## src/rtl/sfr_bank_pkg.sv

```systemverilog
// Constants shared by the paged register bank and its storage array
package sfr_bank_pkg;

   // Register word indices; byte address is four times the index
   localparam int             IDX_W           = 8;
   localparam logic [7:0]     BANK_SELECT_IDX = 8'hA3;
   localparam logic [7:0]     REMAP_IDX       = 8'h80;

   // Shared (paged) index windows
   localparam logic [7:0]     SHARED_A_LO     = 8'h9A;
   localparam logic [7:0]     SHARED_A_HI     = 8'h9F;
   localparam logic [7:0]     SHARED_B_LO     = 8'hA4;
   localparam logic [7:0]     SHARED_B_HI     = 8'hA7;
   localparam logic [7:0]     SHARED_C_LO     = 8'hFA;
   localparam logic [7:0]     SHARED_C_HI     = 8'hFF;
   localparam logic [3:0]     SHARED_B_BASE   = 4'h6;
   localparam logic [3:0]     SHARED_C_BASE   = 4'hA;
   localparam int             SHARED_COUNT    = 16;
   localparam int             PAGE_COUNT      = 4;
   localparam int             SFR_W           = 8;

   // Bank select field layout
   localparam int             PAGE_LSB        = 0;
   localparam int             PAGE_W          = 3;
   localparam int             SLOT_LSB        = 4;
   localparam int             SLOT_W          = 2;
   localparam int             ACT_LSB         = 6;
   localparam int             ACT_W           = 2;
   localparam int             SLOT_COUNT      = 3;
   localparam logic [7:0]     BANK_RESET      = 8'h00;
   localparam logic [2:0]     PAGE_RESET      = 3'h0;

   // Action codes
   localparam logic [1:0]     ACT_SAVE        = 2'h2;
   localparam logic [1:0]     ACT_RESTORE     = 2'h3;

   // Remap register
   localparam int             REMAP_BIT       = 0;

   // AXI responses
   localparam logic [1:0]     RESP_OKAY       = 2'h0;
   localparam logic [1:0]     RESP_SLVERR     = 2'h2;

endpackage

```

## src/rtl/paged_sfr_store.sv

```systemverilog
// Flip-flop storage for the paged registers, one word per page and slot
`timescale 1ns/1ps
module paged_sfr_store #(
   parameter int PAGES = 4,
   parameter int SLOTS = 16,
   parameter int W     = 8
) (
   // Clock and reset
   input  wire logic                     clk_i,
   input  wire logic                     rst_i,
   // Write port
   input  wire logic                     wr_en_i,
   input  wire logic [$clog2(PAGES)-1:0] wr_page_i,
   input  wire logic [$clog2(SLOTS)-1:0] wr_slot_i,
   input  wire logic [W-1:0]             wr_data_i,
   // Read port, combinational
   input  wire logic [$clog2(PAGES)-1:0] rd_page_i,
   input  wire logic [$clog2(SLOTS)-1:0] rd_slot_i,
   output logic      [W-1:0]             rd_data_o
);
   localparam int PW = $clog2(PAGES);

   logic [W-1:0] mem_reg  [PAGES*SLOTS];
   logic [W-1:0] mem_next [PAGES*SLOTS];

   // page and slot form the index
   always_comb begin
      for (int i = 0; i < PAGES*SLOTS; i++) begin
         mem_next[i] = mem_reg[i];
      end
      if (wr_en_i) begin
         mem_next[{wr_page_i, wr_slot_i}] = wr_data_i;
      end
   end

   always_ff @(posedge clk_i) begin
      for (int i = 0; i < PAGES*SLOTS; i++) begin
         if (rst_i) begin
            mem_reg[i] <= '0;
         end else begin
            mem_reg[i] <= mem_next[i];
         end
      end
   end

   assign rd_data_o = mem_reg[{rd_page_i, rd_slot_i}];

   logic [PW-1:0] other_page;
   assign other_page = PW'(wr_page_i + 1'b1);
endmodule // paged_sfr_store

```

## src/rtl/paged_sfr_bank_select.sv

```systemverilog
// Bank select register and page decode for the shared timer unit registers
// Functional notes
// - Action codes 00 and 01 load the written page directly and ignore the slot number.
// - Reading the page field returns the page now used to decode the shared addresses.
// - Action 10 saves the old page into the chosen slot and makes the written page active.
// - Action 11 ignores the written page and restores the active page from the chosen slot.
// - Slot number 00, 01 and 10 select saved slot zero, one and two.
// - Bit 3 reads as zero and software writes it as zero.
// - Each of the sixteen shared addresses reaches one of four registers picked by page 0 to 3.
// - The bank select register sits at index A3 of the standard area, remap bit clear.
//
// The AXI4-Lite slave port and the register addresses were chosen for this implementation.
`timescale 1ns/1ps
module paged_sfr_bank_select #(
   parameter int ADDR_W = 12
) (
   // Clock and reset
   input  wire logic              clk_i,
   input  wire logic              rst_i,
   // AXI4-Lite write channels
   input  wire logic [ADDR_W-1:0] s_axi_awaddr_i,
   input  wire logic              s_axi_awvalid_i,
   output logic                   s_axi_awready_o,
   input  wire logic [31:0]       s_axi_wdata_i,
   input  wire logic [3:0]        s_axi_wstrb_i,
   input  wire logic              s_axi_wvalid_i,
   output logic                   s_axi_wready_o,
   output logic [1:0]             s_axi_bresp_o,
   output logic                   s_axi_bvalid_o,
   input  wire logic              s_axi_bready_i,
   // AXI4-Lite read channels
   input  wire logic [ADDR_W-1:0] s_axi_araddr_i,
   input  wire logic              s_axi_arvalid_i,
   output logic                   s_axi_arready_o,
   output logic [31:0]            s_axi_rdata_o,
   output logic [1:0]             s_axi_rresp_o,
   output logic                   s_axi_rvalid_o,
   input  wire logic              s_axi_rready_i,
   // Paging state to the rest of the unit
   output logic [2:0]             active_page_o,
   output logic                   sfr_remap_select_o
);
   localparam int PG_W = $clog2(sfr_bank_pkg::PAGE_COUNT);
   localparam int SL_W = $clog2(sfr_bank_pkg::SHARED_COUNT);
   typedef enum logic {WR_COLLECT, WR_RESP} wr_state_t;
   typedef enum logic {RD_IDLE, RD_DATA} rd_state_t;
   // Word index of a byte address; bit 8 flags an aligned, in-range address
   function automatic logic [8:0] word_index(input logic [ADDR_W-1:0] a);
      logic ok;
      ok = (a[1:0] == 2'h0) && (a[ADDR_W-1:sfr_bank_pkg::IDX_W+2] == '0);
      return {ok, a[sfr_bank_pkg::IDX_W+1:2]};
   endfunction
   // Shared slot of an index; bit 4 flags a hit, offsets cut to slot width
   function automatic logic [4:0] shared_decode(input logic [7:0] idx);
      if (idx >= sfr_bank_pkg::SHARED_A_LO && idx <= sfr_bank_pkg::SHARED_A_HI)
         return {1'b1, 4'(idx - sfr_bank_pkg::SHARED_A_LO)};
      if (idx >= sfr_bank_pkg::SHARED_B_LO && idx <= sfr_bank_pkg::SHARED_B_HI)
         return {1'b1, 4'(4'(idx - sfr_bank_pkg::SHARED_B_LO) + sfr_bank_pkg::SHARED_B_BASE)};
      if (idx >= sfr_bank_pkg::SHARED_C_LO && idx <= sfr_bank_pkg::SHARED_C_HI)
         return {1'b1, 4'(4'(idx - sfr_bank_pkg::SHARED_C_LO) + sfr_bank_pkg::SHARED_C_BASE)};
      return 5'h00;
   endfunction

   // Write channel state
   wr_state_t         wr_state_reg, wr_state_next;
   logic              aw_got_reg, aw_got_next;
   logic              w_got_reg, w_got_next;
   logic [ADDR_W-1:0] waddr_reg, waddr_next;
   logic [7:0]        wdata_reg, wdata_next;
   logic              wstrb_reg, wstrb_next;
   logic              awready_reg, awready_next;
   logic              wready_reg, wready_next;
   logic              bvalid_reg, bvalid_next;
   logic [1:0]        bresp_reg, bresp_next;
   // Read channel state
   rd_state_t         rd_state_reg, rd_state_next;
   logic              arready_reg, arready_next;
   logic              rvalid_reg, rvalid_next;
   logic [31:0]       rdata_reg, rdata_next;
   logic [1:0]        rresp_reg, rresp_next;
   logic              rd_bank_reg, rd_bank_next;
   // Paging state
   logic [2:0]        page_reg, page_next;
   logic [2:0]        slot_reg  [sfr_bank_pkg::SLOT_COUNT];
   logic [2:0]        slot_next [sfr_bank_pkg::SLOT_COUNT];
   logic              remap_reg, remap_next;
   // Decode of the held write and of the offered read
   logic [8:0]        w_idx, r_idx;
   logic [4:0]        w_sh, r_sh;
   logic              wr_do, page_ok;
   logic              w_bank, w_shared, w_remap;
   logic              r_bank, r_shared, r_remap;
   logic              bank_wr, store_wr;
   logic [1:0]        act;
   logic [1:0]        slot_sel;
   logic [2:0]        new_page;
   logic [7:0]        store_rdata;
   assign w_idx    = word_index(waddr_reg);
   assign r_idx    = word_index(s_axi_araddr_i);
   assign w_sh     = shared_decode(w_idx[7:0]);
   assign r_sh     = shared_decode(r_idx[7:0]);
   assign page_ok  = (page_reg < 3'(sfr_bank_pkg::PAGE_COUNT));
   assign wr_do    = (wr_state_reg == WR_COLLECT) && aw_got_reg && w_got_reg;
   // bank select only in the standard area
   assign w_bank   = w_idx[8] && (w_idx[7:0] == sfr_bank_pkg::BANK_SELECT_IDX) && !remap_reg;
   assign w_shared = w_idx[8] && w_sh[4] && !remap_reg && page_ok;
   assign w_remap  = w_idx[8] && (w_idx[7:0] == sfr_bank_pkg::REMAP_IDX);
   assign r_bank   = r_idx[8] && (r_idx[7:0] == sfr_bank_pkg::BANK_SELECT_IDX) && !remap_reg;
   assign r_shared = r_idx[8] && r_sh[4] && !remap_reg && page_ok;
   assign r_remap  = r_idx[8] && (r_idx[7:0] == sfr_bank_pkg::REMAP_IDX);
   assign bank_wr  = wr_do && w_bank && wstrb_reg;
   assign store_wr = wr_do && w_shared && wstrb_reg;
   assign act      = wdata_reg[sfr_bank_pkg::ACT_LSB +: sfr_bank_pkg::ACT_W];
   assign slot_sel = wdata_reg[sfr_bank_pkg::SLOT_LSB +: sfr_bank_pkg::SLOT_W];
   assign new_page = wdata_reg[sfr_bank_pkg::PAGE_LSB +: sfr_bank_pkg::PAGE_W];
   // active page picks one of four words per shared address
   paged_sfr_store #(
      .PAGES (sfr_bank_pkg::PAGE_COUNT),
      .SLOTS (sfr_bank_pkg::SHARED_COUNT),
      .W     (sfr_bank_pkg::SFR_W)
   ) u_store (
      .clk_i     (clk_i),
      .rst_i     (rst_i),
      .wr_en_i   (store_wr),
      .wr_page_i (page_reg[PG_W-1:0]),
      .wr_slot_i (w_sh[SL_W-1:0]),
      .wr_data_i (wdata_reg),
      .rd_page_i (page_reg[PG_W-1:0]),
      .rd_slot_i (r_sh[SL_W-1:0]),
      .rd_data_o (store_rdata)
   );
   // Address and data are taken in either order, then executed together
   always_comb begin
      wr_state_next = wr_state_reg;
      aw_got_next   = aw_got_reg;
      w_got_next    = w_got_reg;
      waddr_next    = waddr_reg;
      wdata_next    = wdata_reg;
      wstrb_next    = wstrb_reg;
      bvalid_next   = bvalid_reg;
      bresp_next    = bresp_reg;
      if (s_axi_awvalid_i && awready_reg) begin
         aw_got_next = 1'b1;
         waddr_next  = s_axi_awaddr_i;
      end
      if (s_axi_wvalid_i && wready_reg) begin
         w_got_next = 1'b1;
         wdata_next = s_axi_wdata_i[7:0];
         wstrb_next = s_axi_wstrb_i[0];
      end
      case (wr_state_reg)
         WR_COLLECT: begin
            if (wr_do) begin
               aw_got_next   = 1'b0;
               w_got_next    = 1'b0;
               bvalid_next   = 1'b1;
               bresp_next    = (w_bank || w_shared || w_remap) ?
                               sfr_bank_pkg::RESP_OKAY : sfr_bank_pkg::RESP_SLVERR;
               wr_state_next = WR_RESP;
            end
         end
         WR_RESP: begin
            if (s_axi_bready_i) begin
               bvalid_next   = 1'b0;
               wr_state_next = WR_COLLECT;
            end
         end
         default: wr_state_next = WR_COLLECT;
      endcase
      awready_next = (wr_state_next == WR_COLLECT) && !aw_got_next;
      wready_next  = (wr_state_next == WR_COLLECT) && !w_got_next;
   end

   // Page change on a bank select write; remap bit change on a remap write
   always_comb begin
      page_next  = page_reg;
      remap_next = remap_reg;
      slot_next  = slot_reg;
      if (wr_do && w_remap && wstrb_reg) begin
         remap_next = wdata_reg[sfr_bank_pkg::REMAP_BIT];
      end
      if (bank_wr) begin
         case (act)
            // save old page, load the new one
            sfr_bank_pkg::ACT_SAVE: begin
               // slot number picks the target slot
               if (slot_sel < 2'(sfr_bank_pkg::SLOT_COUNT)) begin
                  slot_next[slot_sel] = page_reg;
               end
               page_next = new_page;
            end
            // written page is dropped; slot 11 has no slot and keeps the page
            sfr_bank_pkg::ACT_RESTORE: begin
               if (slot_sel < 2'(sfr_bank_pkg::SLOT_COUNT)) begin
                  page_next = slot_reg[slot_sel];
               end
            end
            // manual mode ignores the slot number
            default: page_next = new_page;
         endcase
      end
   end

   // One read at a time; data is captured at the address handshake
   always_comb begin
      rd_state_next = rd_state_reg;
      rvalid_next   = rvalid_reg;
      rdata_next    = rdata_reg;
      rresp_next    = rresp_reg;
      rd_bank_next  = rd_bank_reg;
      case (rd_state_reg)
         RD_IDLE: begin
            if (s_axi_arvalid_i && arready_reg) begin
               rvalid_next   = 1'b1;
               rd_bank_next  = r_bank;
               rd_state_next = RD_DATA;
               rresp_next    = (r_bank || r_shared || r_remap) ?
                               sfr_bank_pkg::RESP_OKAY : sfr_bank_pkg::RESP_SLVERR;
               rdata_next    = 32'h0000_0000;
               // page only; write-only and reserved bits read zero
               if (r_bank) begin
                  rdata_next[sfr_bank_pkg::PAGE_LSB +: sfr_bank_pkg::PAGE_W] = page_reg;
               end else if (r_shared) begin
                  rdata_next[7:0] = store_rdata;
               end else if (r_remap) begin
                  rdata_next[sfr_bank_pkg::REMAP_BIT] = remap_reg;
               end
            end
         end
         RD_DATA: begin
            if (s_axi_rready_i) begin
               rvalid_next   = 1'b0;
               rd_state_next = RD_IDLE;
            end
         end
         default: rd_state_next = RD_IDLE;
      endcase
      arready_next = (rd_state_next == RD_IDLE);
   end

   always_ff @(posedge clk_i) begin
      if (rst_i) begin
         wr_state_reg <= WR_COLLECT;
         aw_got_reg   <= 1'b0;
         w_got_reg    <= 1'b0;
         waddr_reg    <= '0;
         wdata_reg    <= sfr_bank_pkg::BANK_RESET;
         wstrb_reg    <= 1'b0;
         awready_reg  <= 1'b0;
         wready_reg   <= 1'b0;
         bvalid_reg   <= 1'b0;
         bresp_reg    <= sfr_bank_pkg::RESP_OKAY;
         rd_state_reg <= RD_IDLE;
         arready_reg  <= 1'b0;
         rvalid_reg   <= 1'b0;
         rdata_reg    <= 32'h0000_0000;
         rresp_reg    <= sfr_bank_pkg::RESP_OKAY;
         rd_bank_reg  <= 1'b0;
         remap_reg    <= 1'b0;
         page_reg     <= sfr_bank_pkg::PAGE_RESET;
         slot_reg     <= '{default: sfr_bank_pkg::PAGE_RESET};
      end else begin
         wr_state_reg <= wr_state_next;
         aw_got_reg   <= aw_got_next;
         w_got_reg    <= w_got_next;
         waddr_reg    <= waddr_next;
         wdata_reg    <= wdata_next;
         wstrb_reg    <= wstrb_next;
         awready_reg  <= awready_next;
         wready_reg   <= wready_next;
         bvalid_reg   <= bvalid_next;
         bresp_reg    <= bresp_next;
         rd_state_reg <= rd_state_next;
         arready_reg  <= arready_next;
         rvalid_reg   <= rvalid_next;
         rdata_reg    <= rdata_next;
         rresp_reg    <= rresp_next;
         rd_bank_reg  <= rd_bank_next;
         remap_reg    <= remap_next;
         page_reg     <= page_next;
         slot_reg     <= slot_next;
      end
   end

   assign s_axi_awready_o    = awready_reg;
   assign s_axi_wready_o     = wready_reg;
   assign s_axi_bvalid_o     = bvalid_reg;
   assign s_axi_bresp_o      = bresp_reg;
   assign s_axi_arready_o    = arready_reg;
   assign s_axi_rvalid_o     = rvalid_reg;
   assign s_axi_rdata_o      = rdata_reg;
   assign s_axi_rresp_o      = rresp_reg;
   assign active_page_o      = page_reg;
   assign sfr_remap_select_o = remap_reg;
endmodule // paged_sfr_bank_select

```

## config.mk

```make
export PLATFORM = sky130hd
export DESIGN_NAME = paged_sfr_bank_select
export DESIGN_NICKNAME = d
export VERILOG_FILES = /design/src/rtl/sfr_bank_pkg.sv /design/src/rtl/paged_sfr_store.sv /design/src/rtl/paged_sfr_bank_select.sv
export SDC_FILE = /design/constraint.sdc
export NUM_CORES = 1
export LEC_CHECK = 0
export BUFFER_PORTS_ARGS = -buffer_cell sky130_fd_sc_hd__buf_2
export CORE_AREA = 2 2 251 253
export DETAILED_ROUTE_END_ITERATION = 8
export DIE_AREA = 0 0 253 255
export GPL_TIMING_DRIVEN = 0
export PLACE_DENSITY = 0.7
export RECOVER_POWER = 25
export SLEW_MARGIN = 0
export SYNTH_ARGS = -nofsm -noshare
export SYNTH_HDL_FRONTEND = slang
export SYNTH_SLANG_ARGS = --single-unit
```

## constraint.sdc

```tcl
create_clock -name clk_i -period 5.77 [get_ports clk_i]
set_input_delay 0.8655 -clock clk_i [delete_from_list [all_inputs] [get_ports clk_i]]
set_output_delay 0.8655 -clock clk_i [all_outputs]
set_load 0.02 [all_outputs]
```

# Yosys cells after proc, flatten, opt, wreduce, memory -nomap -nowiden
# Memory sizes are Yosys's and may differ from the RTL's.
# Index checks and enable logic that the tools add are counted.
[word_totals] ff_bits=55 ram_bits=512 in_bits=67 output_inout_bits=45 wordCells=310 mem_count=1
[memory_table] memory="u_store.mem_reg" depth=64 word_bits=8 rd=65 rd_ports_with_merged_regs=0 wr=64 line="paged_sfr_store.sv:23" rtl="logic [W-1:0] mem_reg [PAGES*SLOTS];"
[op_classes] n_addsub=10 order_cmp=18 eq_ne=11 muxes=128 n_bitwise=70 n_reduce_logical=52
[ops] op="$mux W8" n=65
[ops] op="$bwmux W512" n=1
[ops] op="$mux W512" n=1
[ops] op="$mux W5" n=13
[ops] op="$or A1 B1 Y1" n=64
[ops] op="$demux W8 S6" n=1
[ops] op="$ge A8 B8 Y1 const B" n=6
[ops] op="$le A8 B8 Y1 const B" n=6
[ops] op="$logic_and A1 B1 Y1" n=35
[ops] op="$eq A8 B8 Y1 const B" n=4
[ops] op="$mux W1" n=31
[ops] op="$mux W3" n=6
[ops] op="$sub A4 B4 Y4 const B" n=4
[ops] op="$ne A2 B2 Y1 const B" n=5
[ops] op="$reduce_and A2 Y1" n=5
[ops] op="$bwmux W9" n=1
[ops] op="$add A4 B3 Y4 const B" n=2
[ops] op="$add A4 B4 Y4 const B" n=2
[ops] op="$logic_not A2 Y1" n=4
[ops] op="$pmux W1 S2" n=4
[ops] op="$sub A4 B3 Y4 const B" n=2
[ops] op="$ge A7 B7 Y1 const B" n=1
[ops] op="$lt A7 B1 Y1 const B" n=1
[ops] op="$mux W7" n=1
[ops] op="14 further kinds" n=24

# Depth between registers and ports, before layout
# Gate-level depths: netlist of run 1.
[depth] ltp_word=17 mapped_depth=14 ltp_nobuf=11

# Cells and area by module
# A second synthesis of run 1 with hierarchy kept.
[unflattened] cells_unflattened=2886 hier_area_um2=25782.2
[modules_own_cells] module="paged_sfr_store" n_inst=1 cells_per_inst=2543 area_each_um2=23005.8 seq_area_each_um2=10249.8
[modules_own_cells] module="paged_sfr_bank_select" n_inst=1 cells_per_inst=343 area_each_um2=2776.4 seq_area_each_um2=1061.0

# Least setup slack after synthesis of run 1
# Ideal clock, no wire load.
[synth_path] path_kind="input -> register" startpoint="input s_axi_araddr_i[6]" endpoint="register rdata_reg[0], in the netlist s_axi_rdata_o[0]" setup_time_ps=123 t_arrival_ps=3143 t_required_ps=5647 slack_ps=2504 stages=11 n_path_buf=3 cell_sequence="or3b_4 > a2111oi_4 > o21a_2 > buf_6 > buf_8 > buf_2 > nand3_1 > a32oi_1 > nand2_1 > a311oi_1 > o21ai_1"
[synth_via] elab_chain_cells=13 elab_cells_between_ends=32 classes_between="order compare: 6; eq/ne: 2; mux: 14; reduce/logical: 9; memory: 1"
[synth_lines] element="start, declared" line="paged_sfr_bank_select.sv:32" rtl="input wire logic [ADDR_W-1:0] s_axi_araddr_i,"
[synth_lines] element="branches (longest 12 deep; another with $ge A8 B8 Y1)"
[synth_lines] element="$mux W3 *" line="paged_sfr_bank_select.sv:221" rtl="if (r_bank) begin"
[synth_lines] element="end signal, assigned" line="paged_sfr_bank_select.sv:276" rtl="rdata_reg <= rdata_next;"
[synth_lines] element="end, declared" line="paged_sfr_bank_select.sv:79" rtl="logic [31:0] rdata_reg, rdata_next;"
# Mark *: on every way between the ends. The select of a mux whose other input is x is not followed.
# A chain may end at the register's enable or synchronous reset.

# Worst setup path after layout of run 1
[layout_path] startpoint="input s_axi_araddr_i[3]" endpoint="register rdata_reg[1], in the netlist s_axi_rdata_o[1]"
[layout_via] elab_chain_cells=13 elab_cells_between_ends=35 classes_between="add/sub: 5; order compare: 6; eq/ne: 1; mux: 14; reduce/logical: 8; memory: 1"
[layout_lines] element="branches (longest 12 deep; another with $mem_v2 Z64 W8)"
[layout_lines] element="$mux W3 *" line="paged_sfr_bank_select.sv:221"
# Marks and branches as above.

==> summary.md, run 1 <==
| Metric | Value |
|---|---|
| Ys Warns | 0 |
| Final HPWL DP | around 95000 µm |
| Reg-to-reg slack, setup | 0.86 ns |
| M2 GR Usage | 0.565 |
| VDD IR max | around 190 µV |
| Layout Cells excl Fill | between 4000 and 5000 |
| Final worst-path cycle share | 0.970 |
| RSZ-0062 raised after global routing | no |
| Endpoints failing setup | 0 |
| Reg-to-Reg Start | waddr_reg[3] |
| TritonCTS buffer count | 66 |
| Clk_skew | 0.0272 ns |
| Hold Crit Depth | 2 |
| I/O pin count | ~110 |
| Post-CTS setup buffers | 0 |
| Vias in the first global route | around 25000 |
| Status | finished, violations left |
| Worst-Margin Slew | around 1.6 ns |
| Cell taking the most area after synthesis | dfxtp_1 |
| CP endpoint kind | register |
| Worst reg2reg endpoint | u_store.mem_reg[33][5] |
| Hold buffers post-CTS | 0 |
| TritonCTS clock tree | yes |
| Initial DRC count | 4455 |
| WHS | about 0.42 ns |
| Busiest grt layer | met2 |
| Mapped Avg Cell Area | 7.59 µm² |
| CP max FO | 11 |
| Buffers on Ports | 58 |
| H-tree levels | 3 |
| Slew margin rel. | -0.0894 |
| Most frequent cell after synthesis | nand2_1 |
| Post-synthesis register bit count | roughly 570 |
| Met3 Usage GRT | 0.169 |
| Die Y | around 260 µm |
| Failing checks | max-capacitance violations, max-slew violations |
| Crit path time final | between 5 and 6 ns |
| Root buffer cell | clkbuf_16 |
| Clk sinks | around 570 |
| Synth top cells by count | nand2_1, dfxtp_1, a21oi_1, nand3_1, nor2_1 |
| Vias | ~27000 |
| Largest register FFs | approximately 510 |
| Initial antenna violation count | 14 |
| Synth top area share | 0.439 |
| Fraction of the yosys area taken by sequential cells | 0.439 |
| EDFF count, synth | 0 |
| Max-Cap Viols | 2 |
| First-pass GRT wire length | 187000 µm |
| Pre-CTS setup slack | -0.0646 ns |
| Hold Crit Class | in2reg |
| Endpoints failing hold | 0 |
| R2R cell count | 14 |
| M1 GR Usage | 0.526 |
| DR vias/cell | roughly 6.2 |
| Worst Hold End | s_axi_bvalid_o |
| Placer Congestion | ~1.1 |
| Mapped cell area | 25800 µm² |
| Layout cells sized above 1 | 0.0799 |
| Placed cells | between 4000 and 5000 |
| Startpoint types | input port |
| Post-CTS sizing | 0 |
| Dominant cells by area after synthesis | dfxtp_1, nand2_1, mux2i_1 |
| Power Dens Cells | 305 nW/µm² |
| Core ar. | about 62000 µm² |
| Worst setup startpoint | s_axi_araddr_i[3] |
| Clock Latency Late Sink | approximately 0.64 ns |
| Max Clk Rate | 179 MHz |
| Die Wd | around 250 µm |
| Grt total ovfl | 0 |
| Final WS setup | 0.172 ns |
| Critical Setup Path Class | in2reg |
| Crit-path cells | buf_2 -> inv_1 -> ha_1 -> nand2b_1 -> a2111oi_4 -> o21ai_2 -> clkbuf_1 -> buf_2 -> clkbuf_1 -> nand3_1 -> nand3_1 -> nand4_1 -> nand2_1 -> o31ai_1 |
| CTS Buffer Depth | 3 |
| WL/cell | between 30 and 40 µm |
| Die area | between 60000 and 70000 µm² |
| Hold Crit Start | s_axi_bready_i |
| Final-report max-slew violation count | 31 |
| Worst endpoint required time | 6.22 ns |
| Largest net degree at the start of global routing | 15 |
| Standard-cell rows | between 90 and 100 |
| P&R area growth vs syn | 13.9% |
| Synth async-reset ratio | 0 |
| Routed wire length | 136000 µm |
| Synth Instances | between 3000 and 4000 |
| Post-synth cell types | between 60 and 70 |
| Dominant synthesized flop cell | dfxtp_1 |
| Slowest library cell on the worst path | clkbuf_1 |
| Fin nets | approximately 3600 |
| CP Data Arrival Time | 6.05 ns |
| Slowest cell delay on critical path | 1.09 ns |
| Routed Antenna Nets | 0 |
| Total GRT Usage | 0.415 |
| Pleak | between 9 and 10 nW |
| Initial DRT Pass Iterations | 9 |
| Clock slew at reported path FFs | approximately 0.06 ns |
| Sum of negative setup slack | 0 ns |
| Residual DRC | 0 |
| Initial Utilization | 0.415 |
final cells by class:
type                    count  area (µm²)
diodes                      3        7.51
plain buffers             298        1320
clock buffers              85        1860
clock inverters            30         359
fillers                  6378       32800
inverters                   7        26.3
multi-input cells        2550       13200
flip-flops and latches    565       11300
well taps                 799        1000
repair buffers             59         269
cell families (layout without fill, tap and decap cells):
family	Yosys count	count (layout)	share of synthesized area
AO/OA/AOI/OAI	618	618	0.135
adder cells (fa/ha/maj)	8	8	0.00388
buffers and inverters	305	479	0.0522
flip-flops	565	565	0.439
multiplexers	240	240	0.102
other	1	29	0.000146
AND/OR/NAND/NOR	1658	1658	0.268
power by group:
group / total (W) / switching, W / leakage (nW) / internal [W]
registers: 0.00392 / 0.0000112 / 4.55 / 0.00391
logic: 0.000654 / 0.000542 / 3.90 / 0.000111
clock network: 0.00439 / 0.00183 / 1.09 / 0.00255
how the worst max path moves through the flow:
stage | end | slack (ns) | cells after the start
after floorplan | s_axi_rdata_o[0] | 2.50 | 11
after global placement | s_axi_rdata_o[1] | -0.03 | 14
after detailed placement | s_axi_rdata_o[1] | -0.06 | 14
after CTS | s_axi_rdata_o[1] | 0.58 | 14
after global routing | s_axi_rdata_o[1] | 0.44 | 14
final | s_axi_rdata_o[1] | 0.17 | 14
cell usage in the layout, fill, tap and decap left out, types with 12 or more instances in the layout:
cell / n
a21oi_1: 415
a221oi_1: 12
a22oi_1: 15
a31oi_1: 14
a32oi_1: 21
buf_1: 20
buf_2: 82
buf_4: 30
clkbuf_1: 226
clkbuf_16: 68
clkinv_2: 13
conb_1: 26
dfxtp_1: 565
mux2i_1: 222
mux4_2: 18
nand2_1: 929
nand3_1: 337
nand4_1: 17
nor2_1: 299
nor2_2: 22
o21ai_0: 79
worst max-delay path: cells and delay by family:
kind | cells | cell delay, ns
fa+ha+maj | 1 | 0.21
simple gates | 5 | 1.17
compound gates | 3 | 0.86
buf+inv | 5 | 2.90
per-layer routing:
| layer | vias up | wire, µm |
|---|---|---|
| met3 | 579 | 20700 |
| met4 | 12 | 11500 |
| met2 | 2221 | 52600 |
| met1 | 12900 | 51300 |
| li1 | 11800 | - |
| met5 | - | 79 |
through the flow:
step | utilization | total power [W] | cell area [µm²]
final | 0.472 | 0.00896 | 29400
after global routing | 0.472 | 0.00905 | 29300
after CTS | 0.473 | 0.00889 | 29400
after detailed placement | 0.437 | 0.00461 | 27200
after global placement | 0.437 | 0.00461 | 27200
after floorplan | - | 0.00429 | 25900
No activity file was read; power rests on OpenSTA's default activity.
==> run 2: changes to the inputs <==
==> constraint.sdc (replaced) <==
create_clock -name clk_i -period 6.6 [get_ports clk_i]
set_input_delay 0.99 -clock clk_i [delete_from_list [all_inputs] [get_ports clk_i]]
set_output_delay 0.99 -clock clk_i [all_outputs]
set_load 0.02 [all_outputs]
==> summary.md, run 2 (same netlist as run 1, synthesis figures left out) <==
| Metric | Value |
|---|---|
| Slowest cell delay on critical path | 1.18 ns (+0.09 ns) |
| Vias in the first global route | 24700 (-0.036%) |
| Initial DRC count | 4496 (+0.92%) |
| Die Y | 255 µm (unchanged) |
| Routed wire length | 136000 µm (about the same) |
| Clock network power share | 0.489 (about the same) |
| Crit path time final | 5.65 ns |
| Standard-cell rows | 92 (unchanged) |
| Status | finished, violations left |
| DR vias/cell | 6.28 (+0.59%) |
| Placed cells | 4278 (unchanged) |
| First-pass GRT wire length | 187000 µm (unchanged) |
| Clk sinks | 565 (unchanged) |
| Logic pwr share | 0.073 (about the same) |
| TritonCTS clock tree | yes |
| Clock Latency Late Sink | 0.64 ns (about the same) |
| Core ar. | 62200 µm² (unchanged) |
| Power Dens Cells | 267 nW/µm² (-13%) |
| NetSw | 0.00208 W (-13%) |
| WL/cell | 31.0 µm (about the same) |
| Int Pwr | 0.00575 W (-13%) |
| H-tree levels | 3 (unchanged) |
| Final worst-path cycle share | 0.856 |
| Startpoint types | input port |
| Post-CTS sizing | 0 (unchanged) |
| Worst setup path end | s_axi_rdata_o[4] |
| Hold Crit Class | reg2reg |
| Crit-path leading delay family | simple AND/OR/NAND/NOR gates |
| Crit-path cells | buf_2 -> inv_1 -> ha_1 -> nand2b_1 -> a2111oi_4 -> a211oi_2 -> nor2_1 -> clkbuf_1 -> a32oi_1 -> nand3_1 -> nand4_1 -> o21ai_1 |
| I/O pin count | 112 (unchanged) |
| Buffers on Ports | 58 (unchanged) |
| Die Wd | 253 µm (unchanged) |
| Slew margin rel. | -0.0807 (+0.00863) |
| Most common cell after layout, fill and taps aside | nand2_1 |
| Reg-to-reg slack, setup | 1.71 ns (+0.85 ns) |
| Die area | 64500 µm² (unchanged) |
| Sequential share of power | 0.438 (about the same) |
| Hold buffers post-CTS | 0 (unchanged) |
| Slowest library cell on the worst path | nor2_1 |
| RSZ-0062 raised after global routing | no |
| Crit path depth | 12 (-2) |
| Largest net degree at the start of global routing | 15 (unchanged) |
| CP Data Arrival Time | 6.21 ns (+0.16 ns) |
| Reg-to-Reg Start | waddr_reg[3] |
| Critical Setup Path Class | in2reg |
| R2R cell count | 14 (unchanged) |
| Worst reg2reg endpoint | u_store.mem_reg[1][7] |
| Placer Congestion | 1.11 (unchanged) |
| Routed Antenna Nets | 0 (unchanged) |
| Post-CTS setup buffers | 0 (unchanged) |
| Clock slew at reported path FFs | 0.06 ns (about the same) |
| Root buffer cell | clkbuf_16 |
| Final HPWL DP | 95200 µm (unchanged) |
| TritonCTS buffer count | 66 (unchanged) |
| Fraction of power spent switching nets | 0.266 (about the same) |
| Most frequent cells in the layout | nand2_1, dfxtp_1, a21oi_1 |
| Clk_skew | 0.0273 ns (+0.0000779 ns) |
| Initial antenna violation count | 14 (unchanged) |
| Worst-Margin Slew | 1.62 ns (-0.0129 ns) |
| Initial Utilization | 0.415 (unchanged) |
| Max-Cap Viols | 1 (-1) |
| Worst setup startpoint | s_axi_araddr_i[3] |
| CTS Buffer Depth | 3 (unchanged) |
| Largest register FFs | 512 (unchanged) |
| P&R area growth vs syn | 13.9% (unchanged) |
| Layout Cells excl Fill | 4396 (unchanged) |
| VDD IR max | 166 µV (-12%) |
| Hold Crit Depth | 2 (unchanged) |
| Layout cells sized above 1 | 0.0799 (unchanged) |
| Vias | 27600 (+0.59%) |
| CP endpoint kind | register |
| Initial DRT Pass Iterations | 6 (-3) |
| CP max FO | 10 (-1) |
| Worst endpoint required time | 7.16 ns (+0.94 ns) |
| Pleak | 9.54 nW (unchanged) |
| Total GRT Usage | 0.415 (about the same) |
| Max Clk Rate | 177 MHz |
| Worst path bufs/invs | 3 (-2) |
| Fin nets | 3622 (unchanged) |
| Final-report max-slew violation count | 21 (-32%) |
| Sum of negative setup slack | 0 ns (unchanged) |
| Endpoints failing hold | 0 (unchanged) |
| Endpoints failing setup | 0 (unchanged) |
| Grt total ovfl | 0 (unchanged) |
| Fin util | 0.472 (unchanged) |
| Residual DRC | 0 (unchanged) |
| Failing checks | max-capacitance violations, max-slew violations |
-- run 2: final cells by class --
cell class              count  area, µm²
fillers                  6378      32800
multi-input cells        2550      13200
flip-flops and latches    565      11300
clock buffers              85       1860
plain buffers             298       1320
well taps                 799       1000
clock inverters            30        359
repair buffers             59        269
inverters                   7       26.3
diodes                      3       7.51
-- run 2: worst min-delay path by stage --
stage / startpoint / to
floorplan: aw_got_reg / s_axi_awready_o
global placement: wr_state_reg / s_axi_bvalid_o
detailed placement: s_axi_rdata_o[6] / s_axi_rdata_o[6]
CTS: s_axi_rdata_o[6] / s_axi_rdata_o[6]
global route: u_store.mem_reg[0][0] / u_store.mem_reg[0][0]
finish: s_axi_rdata_o[6] / s_axi_rdata_o[6]
-- run 2: power by group through the flow --
stage,Sequential (W),Combinational (W),Clock (W)
after detailed placement,0.00351,0.000524,0
final,0.00343,0.000571,0.00383
after global placement,0.00351,0.000524,0
after floorplan,0.00351,0.000247,0
after global routing,0.00343,0.000558,0.00393
after CTS,0.00343,0.000525,0.00382
-- run 2: per-stage QoR --
stage                     power [W]  worst slack [ns]  hold WS (ns)  instance area, µm²
final                       0.00783             0.948         0.446               29400
after global routing        0.00792              1.15         0.462               29300
after CTS                   0.00777              1.29         0.449               29400
after detailed placement    0.00403             0.641         0.441               27200
after global placement      0.00403             0.679         0.436               27200
after floorplan             0.00375              3.21         0.417               25900
-- run 2: layer usage --
layer | vias to the layer above | GRT usage | part of all wire | routed length, µm
met5 | - | 0 | 0.00059 | 80
met4 | 12 | 0.300 | 0.087 | 11800
met3 | 622 | 0.169 | 0.15 | 20500
met2 | 2184 | 0.564 | 0.38 | 52400
met1 | 13000 | 0.526 | 0.38 | 51400
li1 | 11800 | - | - | -
-- run 2: worst min-delay path, cell delays in order, from the launching register on --
cell and delay [ns]:
dfxtp_1 0.31, nand2_1 0.05, o21ai_1 0.05
